$ cat config.mk
export PLATFORM = sky130hd
export DESIGN_NAME = upl_regbank
export DESIGN_NICKNAME = d
export VERILOG_FILES = /design/src/core/upl_pkg.sv /design/src/core/upl_regbank.sv
export VERILOG_INCLUDE_DIRS = /design/src /design/src/core
export SDC_FILE = /design/constraint.sdc
export NUM_CORES = 2
export LEC_CHECK = 0
export BUFFER_PORTS_ARGS = -buffer_cell sky130_fd_sc_hd__buf_2
export CORE_AREA = 4 4 343 345
export DETAILED_ROUTE_END_ITERATION = 16
export DIE_AREA = 0 0 347 349
export SLEW_MARGIN = 20
export SYNTH_ARGS = -nofsm -noshare
export SYNTH_HDL_FRONTEND = slang
export SYNTH_SLANG_ARGS = --single-unit
$ cat constraint.sdc
create_clock -name mclk -period 3.78 [get_ports mclk]
set_input_delay 1.134 -clock mclk [delete_from_list [all_inputs] [get_ports mclk]]
set_output_delay 1.134 -clock mclk [all_outputs]
set_load 0.02 [all_outputs]
$ cat src/core/upl_regs.svh
// register offsets, field positions, reset values and counts of the user pattern bank
`ifndef UPL_REGS_SVH
`define UPL_REGS_SVH
`define UPL_NUM_CH 17
`define UPL_PAT_BITS 24
`define UPL_PAT_LAST 5'h17
`define UPL_CH0_GROUP 5'h1F
`define UPL_IDX_LOW 6'h12
`define UPL_IDX_MID 6'h13
`define UPL_IDX_HIGH 6'h14
`define UPL_IDX_IBL 6'h15
`define UPL_GENLEN_LSB 4
`define UPL_ACTLEN_LSB 2
`define UPL_DEALEN_LSB 0
`define UPL_PAT_RST 24'h000000
`define UPL_IBL_RST 6'h00
`define UPL_DET_USER 2'h3
`define UPL_RESP_OKAY 2'h0
`define UPL_RESP_SLVERR 2'h2
`endif

$ cat src/core/upl_pkg.sv
// types shared by the user pattern bank
`default_nettype none
package upl_pkg;
  typedef struct packed {
    logic [23:0] pattern;
    logic [1:0] genLen;
    logic [1:0] actLen;
    logic [1:0] deactLen;
  } upl_chan_cfg_type;
  typedef struct packed {
    logic hit;
    logic [4:0] chan;
    logic [5:0] regIdx;
  } upl_decode_type;
endpackage
`default_nettype wire

$ cat src/core/upl_regbank.sv
// per-channel user pattern and inband code length registers behind an axi4-lite slave
// Behaviour
// - three byte registers form one 24-bit user pattern feeding generator and detector.
// - the pattern is sent and checked bit 23 first and bit 0 last in every period.
// - low byte holds bits 7..0, middle byte 15..8, high byte 23..16.
// - bits 5..4 of the length register pick 5, 6, 7 or 8 low loop generation code bits.
// - bits 3..2 pick 5, 6, 7 or 8 low activate detection code bits, 5 after reset.
// - the detector compares against the user pattern when its select equals 11.
//
// Chosen here: the register offsets and the AXI4-Lite register port.
`include "upl_regs.svh"
`timescale 1ns/10ps
`default_nettype none
module upl_regbank (
  // clock and reset
  input wire logic mclk,
  input wire logic resetn,
  // axi4-lite write address and data
  input wire logic [12:0] s_axi_awaddr,
  input wire logic s_axi_awvalid,
  output logic s_axi_awready,
  input wire logic [31:0] s_axi_wdata,
  input wire logic [3:0] s_axi_wstrb,
  input wire logic s_axi_wvalid,
  output logic s_axi_wready,
  // axi4-lite write response
  output logic [1:0] s_axi_bresp,
  output logic s_axi_bvalid,
  input wire logic s_axi_bready,
  // axi4-lite read
  input wire logic [12:0] s_axi_araddr,
  input wire logic s_axi_arvalid,
  output logic s_axi_arready,
  output logic [31:0] s_axi_rdata,
  output logic [1:0] s_axi_rresp,
  output logic s_axi_rvalid,
  input wire logic s_axi_rready,
  // per-channel configuration towards the pattern and inband logic
  output upl_pkg::upl_chan_cfg_type chanCfg [`UPL_NUM_CH],
  output logic [3:0] genCodeBits [`UPL_NUM_CH],
  output logic [3:0] actCodeBits [`UPL_NUM_CH],
  // serial pattern generation
  input wire logic [`UPL_NUM_CH-1:0] genTick,
  output logic [`UPL_NUM_CH-1:0] genBit,
  // serial pattern detection
  input wire logic [`UPL_NUM_CH-1:0] detTick,
  input wire logic [`UPL_NUM_CH-1:0] detData,
  input wire logic [1:0] detSelect [`UPL_NUM_CH],
  output logic [`UPL_NUM_CH-1:0] detMismatch
);
  import upl_pkg::*;

  // word index = byte address / 4; channels 1..16 sit in groups 0..15, channel 0 in group 1F
  function automatic upl_decode_type decode(input logic [12:0] addr);
    upl_decode_type d;
    d.regIdx = addr[7:2];
    d.chan = (addr[12:8] == `UPL_CH0_GROUP) ? 5'h00 : 5'(addr[12:8] + 5'h01);
    // groups past the last channel would index beyond the arrays, so they answer as unmapped
    d.hit = (d.regIdx >= `UPL_IDX_LOW) && (d.regIdx <= `UPL_IDX_IBL) &&
      ((addr[12:8] < 5'(`UPL_NUM_CH - 1)) || (addr[12:8] == `UPL_CH0_GROUP));
    return d;
  endfunction

  // 2-bit length code to number of valid low-order code bits
  function automatic logic [3:0] codeBits(input logic [1:0] len);
    return 4'(len) + 4'h5;
  endfunction

  logic [23:0] pat [`UPL_NUM_CH];
  logic [5:0] inband_code_length_control [`UPL_NUM_CH];
  logic [23:0] next_pat [`UPL_NUM_CH];
  logic [5:0] next_ibl [`UPL_NUM_CH];

  logic awHeld, wHeld, next_awHeld, next_wHeld;
  logic [12:0] awAddr, next_awAddr;
  logic [7:0] wByte, next_wByte;
  logic wLane, next_wLane;
  logic bValid, next_bValid;
  logic [1:0] bResp, next_bResp;
  logic rValid, next_rValid;
  logic [31:0] rData, next_rData;
  logic [1:0] rResp, next_rResp;

  assign s_axi_awready = !awHeld && !bValid;
  assign s_axi_wready = !wHeld && !bValid;
  assign s_axi_arready = !rValid;
  assign s_axi_bvalid = bValid;
  assign s_axi_bresp = bResp;
  assign s_axi_rvalid = rValid;
  assign s_axi_rdata = rData;
  assign s_axi_rresp = rResp;

  // register bus: address and data are caught in either order, write done once both are held
  always_comb begin
    upl_decode_type wd;
    upl_decode_type rd;
    wd = '0;
    rd = '0;
    next_pat = pat;
    next_ibl = inband_code_length_control;
    next_awHeld = awHeld;
    next_wHeld = wHeld;
    next_awAddr = awAddr;
    next_wByte = wByte;
    next_wLane = wLane;
    next_bValid = bValid;
    next_bResp = bResp;
    next_rValid = rValid;
    next_rData = rData;
    next_rResp = rResp;
    if (s_axi_awvalid && s_axi_awready) begin
      next_awHeld = 1'b1;
      next_awAddr = s_axi_awaddr;
    end
    if (s_axi_wvalid && s_axi_wready) begin
      next_wHeld = 1'b1;
      next_wByte = s_axi_wdata[7:0];
      next_wLane = s_axi_wstrb[0];
    end
    if (awHeld && wHeld) begin
      wd = decode(awAddr);
      next_awHeld = 1'b0;
      next_wHeld = 1'b0;
      next_bValid = 1'b1;
      next_bResp = wd.hit ? `UPL_RESP_OKAY : `UPL_RESP_SLVERR;
      // per-channel copy
      // channel address select
      if (wd.hit && wLane) begin
        unique case (wd.regIdx)
          `UPL_IDX_LOW: next_pat[wd.chan][7:0] = wByte;
          `UPL_IDX_MID: next_pat[wd.chan][15:8] = wByte;
          `UPL_IDX_HIGH: next_pat[wd.chan][23:16] = wByte;
          // reserved bits 7..6 are not stored
          default: next_ibl[wd.chan] = wByte[5:0];
        endcase
      end
    end
    if (bValid && s_axi_bready) begin
      next_bValid = 1'b0;
    end
    if (s_axi_arvalid && s_axi_arready) begin
      rd = decode(s_axi_araddr);
      next_rValid = 1'b1;
      next_rResp = rd.hit ? `UPL_RESP_OKAY : `UPL_RESP_SLVERR;
      next_rData = 32'h00000000;
      if (rd.hit) begin
        unique case (rd.regIdx)
          `UPL_IDX_LOW: next_rData[7:0] = pat[rd.chan][7:0];
          `UPL_IDX_MID: next_rData[7:0] = pat[rd.chan][15:8];
          `UPL_IDX_HIGH: next_rData[7:0] = pat[rd.chan][23:16];
          default: next_rData[5:0] = inband_code_length_control[rd.chan];
        endcase
      end
    end else if (rValid && s_axi_rready) begin
      next_rValid = 1'b0;
    end
  end

  always_ff @(posedge mclk or negedge resetn) begin
    if (!resetn) begin
      for (int c = 0; c < `UPL_NUM_CH; c++) begin
        pat[c] <= `UPL_PAT_RST;
        // activate length 5 bits at reset
        inband_code_length_control[c] <= `UPL_IBL_RST;
      end
      awHeld <= 1'b0;
      wHeld <= 1'b0;
      awAddr <= 13'h0000;
      wByte <= 8'h00;
      wLane <= 1'b0;
      bValid <= 1'b0;
      bResp <= `UPL_RESP_OKAY;
      rValid <= 1'b0;
      rData <= 32'h00000000;
      rResp <= `UPL_RESP_OKAY;
    end else begin
      pat <= next_pat;
      inband_code_length_control <= next_ibl;
      awHeld <= next_awHeld;
      wHeld <= next_wHeld;
      awAddr <= next_awAddr;
      wByte <= next_wByte;
      wLane <= next_wLane;
      bValid <= next_bValid;
      bResp <= next_bResp;
      rValid <= next_rValid;
      rData <= next_rData;
      rResp <= next_rResp;
    end
  end

  // configuration fan-out, straight from the stored registers
  always_comb begin
    for (int c = 0; c < `UPL_NUM_CH; c++) begin
      chanCfg[c].pattern = pat[c];
      chanCfg[c].genLen = inband_code_length_control[c][`UPL_GENLEN_LSB+:2];
      chanCfg[c].actLen = inband_code_length_control[c][`UPL_ACTLEN_LSB+:2];
      chanCfg[c].deactLen = inband_code_length_control[c][`UPL_DEALEN_LSB+:2];
      genCodeBits[c] = codeBits(inband_code_length_control[c][`UPL_GENLEN_LSB+:2]);
      actCodeBits[c] = codeBits(inband_code_length_control[c][`UPL_ACTLEN_LSB+:2]);
    end
  end

  // serial walk through the pattern; positions count down so bit 23 leads each period
  logic [4:0] genPos [`UPL_NUM_CH];
  logic [4:0] detPos [`UPL_NUM_CH];
  logic [4:0] next_genPos [`UPL_NUM_CH];
  logic [4:0] next_detPos [`UPL_NUM_CH];
  logic [`UPL_NUM_CH-1:0] next_genBit;
  logic [`UPL_NUM_CH-1:0] next_detMismatch;

  // a pattern rewrite mid-period takes effect at the next bit, not at the period start
  always_comb begin
    next_genPos = genPos;
    next_detPos = detPos;
    next_genBit = genBit;
    next_detMismatch = '0;
    for (int c = 0; c < `UPL_NUM_CH; c++) begin
      if (genTick[c]) begin
        next_genBit[c] = pat[c][genPos[c]];
        next_genPos[c] = (genPos[c] == 5'h00) ? `UPL_PAT_LAST : 5'(genPos[c] - 5'h01);
      end
      if (detTick[c]) begin
        next_detPos[c] = (detPos[c] == 5'h00) ? `UPL_PAT_LAST : 5'(detPos[c] - 5'h01);
        if (detSelect[c] == `UPL_DET_USER) begin
          next_detMismatch[c] = detData[c] != pat[c][detPos[c]];
        end
      end
    end
  end

  always_ff @(posedge mclk or negedge resetn) begin
    if (!resetn) begin
      for (int c = 0; c < `UPL_NUM_CH; c++) begin
        genPos[c] <= `UPL_PAT_LAST;
        detPos[c] <= `UPL_PAT_LAST;
      end
      genBit <= '0;
      detMismatch <= '0;
    end else begin
      genPos <= next_genPos;
      detPos <= next_detPos;
      genBit <= next_genBit;
      detMismatch <= next_detMismatch;
    end
  end
endmodule
`default_nettype wire

=== Word level (Yosys, flattened, before mapping) ===
Cells that the tools add are included.

* Logic and storage cells: 486
* Output and inout bits: 721
* Flip-flop bits (word level): 752

* Equality and inequality tests: 42
* Reductions and logical operators: 62
* Multiplexer cells: 170
* Magnitude comparators: 43
* Bitwise logic cells: 3
* $add $sub $neg: 70

{| class="wikitable"
|+ Operators with widths
! operator !! number
|-
| bitwise mux 408 bit || 3
|-
| case mux 408 bit (3 select lines) || 1
|-
| demux 24 bit (select 5 bit) || 3
|-
| less-than comparator 5 x 6 -> 1 bit, second input constant || 34
|-
| 2-to-1 mux 5 bit || 36
|-
| binary-select mux 1 bit (select 5 bit) || 34
|-
| zero test 5 bit || 34
|-
| subtractor 5 x 1 -> 5 bit, second input constant || 34
|-
| adder 2 x 3 -> 4 bit, second input constant || 34
|-
| binary-select mux 24 bit (select 5 bit) || 1
|-
| bitwise mux 102 bit || 1
|-
| 2-to-1 mux 1 bit || 76
|-
| 2-to-1 mux 24 bit || 3
|-
| equality test 6 x 5 -> 1 bit, second input constant || 6
|-
| equality test 2 bit, second input constant || 17
|-
| binary-select mux 6 bit (select 5 bit) || 1
|-
| demux 6 bit (select 5 bit) || 1
|-
| 2-to-1 mux 6 bit || 3
|-
| case mux 6 bit (3 select lines) || 1
|-
| != test 1 bit || 17
|-
| 2-to-1 mux 16 bit || 1
|-
| 2-to-1 mux 8 bit || 2
|-
| logical AND 1 bit || 14
|-
| greater-or-equal comparator 6 x 5 -> 1 bit, second input constant || 2
|-
| other kinds (16) || 31
|}

=== Logic depth before layout (Yosys ltp) ===
* Depth in word-level cells: 9
* Depth in mapped cells: 14

=== Least setup slack after synthesis ===
OpenSTA, ideal clock, no wires.

* Path kind: input-to-reg
* From: input s_axi_araddr[8]
* To: register rData[4], in the netlist s_axi_rdata[4]
* Buffers on the path: 2
* Arrival time: 3570 ps
* Cell stages on the path: 11
* Path slack: 116 ps
* Library setup time: 94 ps
* Path through: ha_1 -> and3_1 -> ha_1 -> clkbuf_1 -> inv_1 -> o41ai_1 -> buf_2 -> a21oi_1 -> a211oi_1 -> nor4_1 -> a211oi_1

* Cells in the longest elaborated chain, start to end: 8
* Elaborated cells between the ends (all ways): 15
* Those cells by class: 1 x add/sub; 1 x order compare; 1 x eq/ne; 9 x mux; 1 x bitwise; 2 x reduce/logical

{| class="wikitable"
|+ RTL lines
! item !! line !! text
|-
| start, declared || upl_regbank.sv:31 || <nowiki>input wire logic [12:0] s_axi_araddr,</nowiki>
|-
| adder 5 x 1 -> 5 bit / equality test 5 bit (equally long branches) || -- ||
|-
| 2-to-1 mux 5 bit || upl_regbank.sv:57 || <nowiki>d.chan = (addr[12:8] == `UPL_CH0_GROUP) ? 5'h00 : 5'(addr[12:8] + 5'h01);</nowiki>
|-
| inverter 5 -> 6 bit (not written as such) || -- ||
|-
| binary-select mux 6 bit (select 5 bit) / binary-select mux 24 bit (select 5 bit) (equally long branches) || -- ||
|-
| 2-to-1 mux 6 bit (not written as such) / 2-to-1 mux 24 bit (equally long branches) (2 in series) || upl_regbank.sv:151, upl_regbank.sv:150 ||
|-
| case mux 6 bit (3 select lines) || upl_regbank.sv:147 || <nowiki>unique case (rd.regIdx)</nowiki>
|-
| 2-to-1 mux 8 bit * || upl_regbank.sv:146 || <nowiki>if (rd.hit) begin</nowiki>
|-
| end signal, assigned || upl_regbank.sv:187 || <nowiki>rData <= next_rData;</nowiki>
|-
| end, declared || upl_regbank.sv:81 || <nowiki>logic [31:0] rData, next_rData;</nowiki>
|}

Every way passes the cells marked *; elsewhere a longest branch is shown, timed or not. The select of a mux whose other input is x is not followed.
A chain may end at the register's enable or synchronous reset.

=== Final worst setup path ===
* From: register awAddr[11]
* To: register pat (netlist bit chanCfg[503])

* Cells in the longest elaborated chain, start to end: 9
* Elaborated cells between the ends (all ways): 20
* Those cells by class: 1 x add/sub; 3 x order compare; 1 x eq/ne; 9 x mux; 1 x bitwise; 5 x reduce/logical

{| class="wikitable"
|+ RTL lines
! item !! line !! text
|-
| start, declared || upl_regbank.sv:75 || <nowiki>logic [12:0] awAddr, next_awAddr;</nowiki>
|-
| start signal, assigned || upl_regbank.sv:181 || <nowiki>awAddr <= next_awAddr;</nowiki>
|-
| adder 5 x 1 -> 5 bit / equality test 5 bit (equally long branches) || -- ||
|-
| 2-to-1 mux 5 bit || upl_regbank.sv:57 ||
|-
| inverter 5 -> 6 bit (not written as such) || upl_regbank.sv:130, upl_regbank.sv:131, upl_regbank.sv:132 ||
|-
| greater-or-equal comparator 6 bit (not written as such) / less-than comparator 6 x 1 -> 1 bit (equally long branches) || upl_regbank.sv:132 || <nowiki>`UPL_IDX_HIGH: next_pat[wd.chan][23:16] = wByte;</nowiki>
|-
| logical AND 1 bit (not written as such) || upl_regbank.sv:132 ||
|-
| 2-to-1 mux 24 bit (not written as such) || upl_regbank.sv:132 ||
|-
| demux 24 bit (select 5 bit) || upl_regbank.sv:132 ||
|-
| bitwise mux 408 bit || upl_regbank.sv:132 ||
|-
| case mux 408 bit (3 select lines) || upl_regbank.sv:129 || <nowiki>unique case (wd.regIdx)</nowiki>
|-
| end signal, assigned by index || upl_regbank.sv:162 || <nowiki>pat[c] <= `UPL_PAT_RST;</nowiki>
|-
| end signal, assigned || upl_regbank.sv:177 || <nowiki>pat <= next_pat;</nowiki>
|-
| end, declared || upl_regbank.sv:69 || <nowiki>logic [23:0] pat [`UPL_NUM_CH];</nowiki>
|}

Parallel ways exist; a longest one is shown, timed or not.

==> flow_summary.ini <==
[sta]
slew_headroom_pct = 27.98
hold_ws_ps = 479.2
setup_viol = 0
drv_slew = 0
min_period_over_period_pct = 95.61
max_clock_freq_mhz = 276.7
min_period_ps = 3614
fin_ws_ps = 166.0
hold_viol = 0
worst_slew_pin_slew_ps = 1080
finalClockSkew_ps = 21.90

[floorplan]
core_um2 = 114200
die_area_um2 = 121100
ios = 875
die_h_um = 349
num_rows = 124
start_util_pct = 36.87
die_width_um = 347

[clock_tree]
ctsHoldBuffers = 0
clkLatencyLatePin_ps = 680
cts_tree = done
htree_num_levels = 3
clk_pin_slew_ps = 60
cts_buffers = 88
clockBufferDepth = 3
clock-sinks = 748
cts-root-buf = clkbuf_16

[pwr]
internal-power_mw = 18.06
pwr-share-clk_pct = 33.0
pwr_density_cell_nw_per_um2 = 531.8
seq_power_share_pct = 44.0
switchingPower_mw = 9.723
peakVddDrop_v = 0.0003812
power_frac_comb_pct = 23.0
netSwitchingFraction_pct = 35.00
leakagePower_nw = 25.43

[worst_hold_path]
hold_class = register to register
whs_endpoint = s_axi_bresp[1]
whs_path_depth = 2
worstHoldStart = s_axi_bresp[1]

[routing]
drt_iter0_markers = 3260
antenna_left = 0
viasPerCell = 5.891
vias = 35220
first_pass_iters = 6
remaining_drc_errors = 0
detail_route.wl_per_cell_um = 31.39
routed_wl_um = 187600

[grt]
met2_usage_pct = 49.36
top_usage_layer = met2
antenna_found_initial = 13
grt.met1_usage_pct = 40.26
grt_pass1_vias = 34220
grt_usage_pct = 30.14
grt_overflow = 0
grt_max_degree = 79
grtUsageMet3_pct = 6.580
grt_first_pass_wirelength_um = 265700

[placement]
port_buffers = 817
preCtsSetupSlack_ps = -437.3
dp_hpwl_um = 145100
routabilityCongestion = 0.9570
dp.cells = 5805

[flow_run]
max_cap_violations = 0

[logic_synthesis]
yosys.cell_types.count = 70
synthFlopType = dfrtp_1
synth-seq-cells = 748
synth.most_common_cell = dfrtp_1
async_flop_share_pct = 100.0
yosysSeqAreaShare_pct = 44.86
ys_warn_count = 0
synth_area_um2 = 42100
yosys.area.top_type = dfrtp_1
synth_area_leaders = dfrtp_1 36%, mux2_2 14%, mux4_2 14%
syn_inst = 3498
synth-edff-count = 0
synth_top_cell_area_share_pct = 36.37
syn_area_per_cell_um2 = 12.04
synth_commonest_cells = 612 x dfrtp_1, 541 x mux2_2, 357 x nand2_1, 255 x mux4_2, 169 x inv_1

[layout]
drive_gt1_share_pct = 48.25
multi_input_area_um2 = 21610
fillers = 10670
regArea_um2 = 18900
syn_to_final_growth_pct = 24.07
fin_nets = 4610
post-route-util_pct = 45.75
final_cells = 5978

[setup_path]
crit_path_end_kind = register
regToRegStartpoint = awAddr[11]
worstPathRequired_ps = 4340
crit_fanout = 9
startpoint_type = register
r2r_cells = 9
crit_family = simple AND/OR/NAND/NOR gates
critPathBufInv = 1
slowest_stage = dfrtp_1
path_class = register to register
crit_chain = nand3_1 -> ha_1 -> nor4b_1 -> and2_1 -> nor2b_1 -> nand2_1 -> buf_4 -> nor2_2 -> mux2_2
arrival_ps = 4180
r2r_end = chanCfg[503]
cp_slowest_stage_delay_ps = 480
rrSetupSlack_ps = 170

[run_status]
status = completed
tightest hold or removal path, cell delays in order, from the launching register on:
cell	delay [ps]
dfrtp_1	340
nand2_1	40
o21ai_0	60
kinds of logic after synthesis:
| kind of cell | Yosys count | synth area share [%] |
|---|---|---|
| multiplexers | 874 | 29.98 |
| other | 1 | 0.008906 |
| XOR/XNOR | 122 | 2.556 |
| buffers and inverters | 421 | 4.226 |
| adder cells (fa/ha/maj) | 73 | 2.169 |
| flip-flops | 748 | 44.86 |
| AND/OR/NAND/NOR | 827 | 9.126 |
| AO/OA/AOI/OAI | 432 | 7.079 |
metal layers:
| metal | share of wire (%) | vias up |
|---|---|---|
| met3 | 8.9 | 308 |
| met1 | 40 | 18300 |
| met4 | 3.2 | 4 |
| met5 | 0.014 | - |
| li1 | - | 14620 |
| met2 | 47 | 1981 |
what timing repair did:
| item | in CTS | in global routing |
|---|---|---|
| buffers inserted | 0 | 0 |
| endpoints found under the setup margin | 0 | 16 |
| resized for setup | 0 | 1 |
area by class of cell:
| class | count | area share (%) |
|---|---|---|
| Multi-Input combinational cell | 2354 | 41.36 |
| Sequential cell | 748 | 36.18 |
| Timing Repair Buffer | 1021 | 11.65 |
| Clock buffer | 125 | 4.867 |
| Tap cell | 1512 | 3.622 |
| Inverter | 170 | 1.226 |
| Clock inverter | 40 | 1.063 |
| Antenna cell | 8 | 0.03832 |
worst max-delay path by stage:
| stage | startpoint | to | cells past startpoint |
|---|---|---|---|
| 6_report | awAddr[11] | chanCfg[503] | 9 |
| 5_1_grt | awAddr[11] | chanCfg[504] | 9 |
| 4_1_cts | awAddr[11] | chanCfg[66] | 9 |
| 3_5_place_dp | s_axi_araddr[9] | s_axi_rdata[6] | 13 |
| 3_3_place_gp | s_axi_araddr[9] | s_axi_rdata[6] | 13 |
| 2_1_floorplan | s_axi_araddr[8] | s_axi_rdata[4] | 11 |
sequential cells by signal, indices dropped and copies added, names as in the netlist:
register and cells:
genPos 85, s_axi_rvalid 1, awHeld 1, detMismatch 17, genBit 17, wLane 1, chanCfg 510, awAddr 11
s_axi_bresp 1, detPos 85, wHeld 1, s_axi_bvalid 1, wByte 8, s_axi_rdata 8, s_axi_rresp 1
power groups by stage:
| stage | Clock (mW) | Combinational (mW) | Sequential [mW] |
|---|---|---|---|
| 6_report | 9.16 | 6.39 | 12.2 |
| 5_1_grt | 9.61 | 6.89 | 12.5 |
| 3_3_place_gp | 0 | 6.24 | 12.3 |
| 3_5_place_dp | 0 | 6.37 | 12.3 |
| 2_1_floorplan | 0 | 5.49 | 10.5 |
| 4_1_cts | 9.28 | 6.38 | 12.2 |
cells in the final DEF (no fill, tap or decap), types with 28 or more instances in the layout:
| master | n |
|---|---|
| xnor2_1 | 71 |
| buf_12 | 36 |
| ha_1 | 73 |
| a221oi_1 | 64 |
| and3_1 | 38 |
| nand2b_1 | 51 |
| dfstp_2 | 136 |
| buf_2 | 815 |
| mux2i_1 | 76 |
| inv_1 | 169 |
| nor3_1 | 59 |
| a21oi_1 | 102 |
| mux2_2 | 541 |
| mux4_2 | 255 |
| a31oi_1 | 45 |
| and2_1 | 29 |
| o21ai_0 | 44 |
| o22ai_1 | 28 |
| nor2_1 | 149 |
| dfrtp_1 | 604 |
| nand2_1 | 356 |
| buf_4 | 169 |
| clkbuf_16 | 89 |
| nand3_1 | 52 |
| xor2_1 | 49 |
stage by stage:
stage | power [mW] | area, µm² | setup TNS, ps
2_1_floorplan | 15.94 | 42200 | 0
3_3_place_gp | 18.53 | 49120 | -1751
3_5_place_dp | 18.70 | 49120 | -1896
4_1_cts | 27.89 | 52220 | 0
5_1_grt | 29.03 | 52230 | -137.0
6_report | 27.78 | 52240 | 0
No activity file was read; power rests on OpenSTA's default activity.
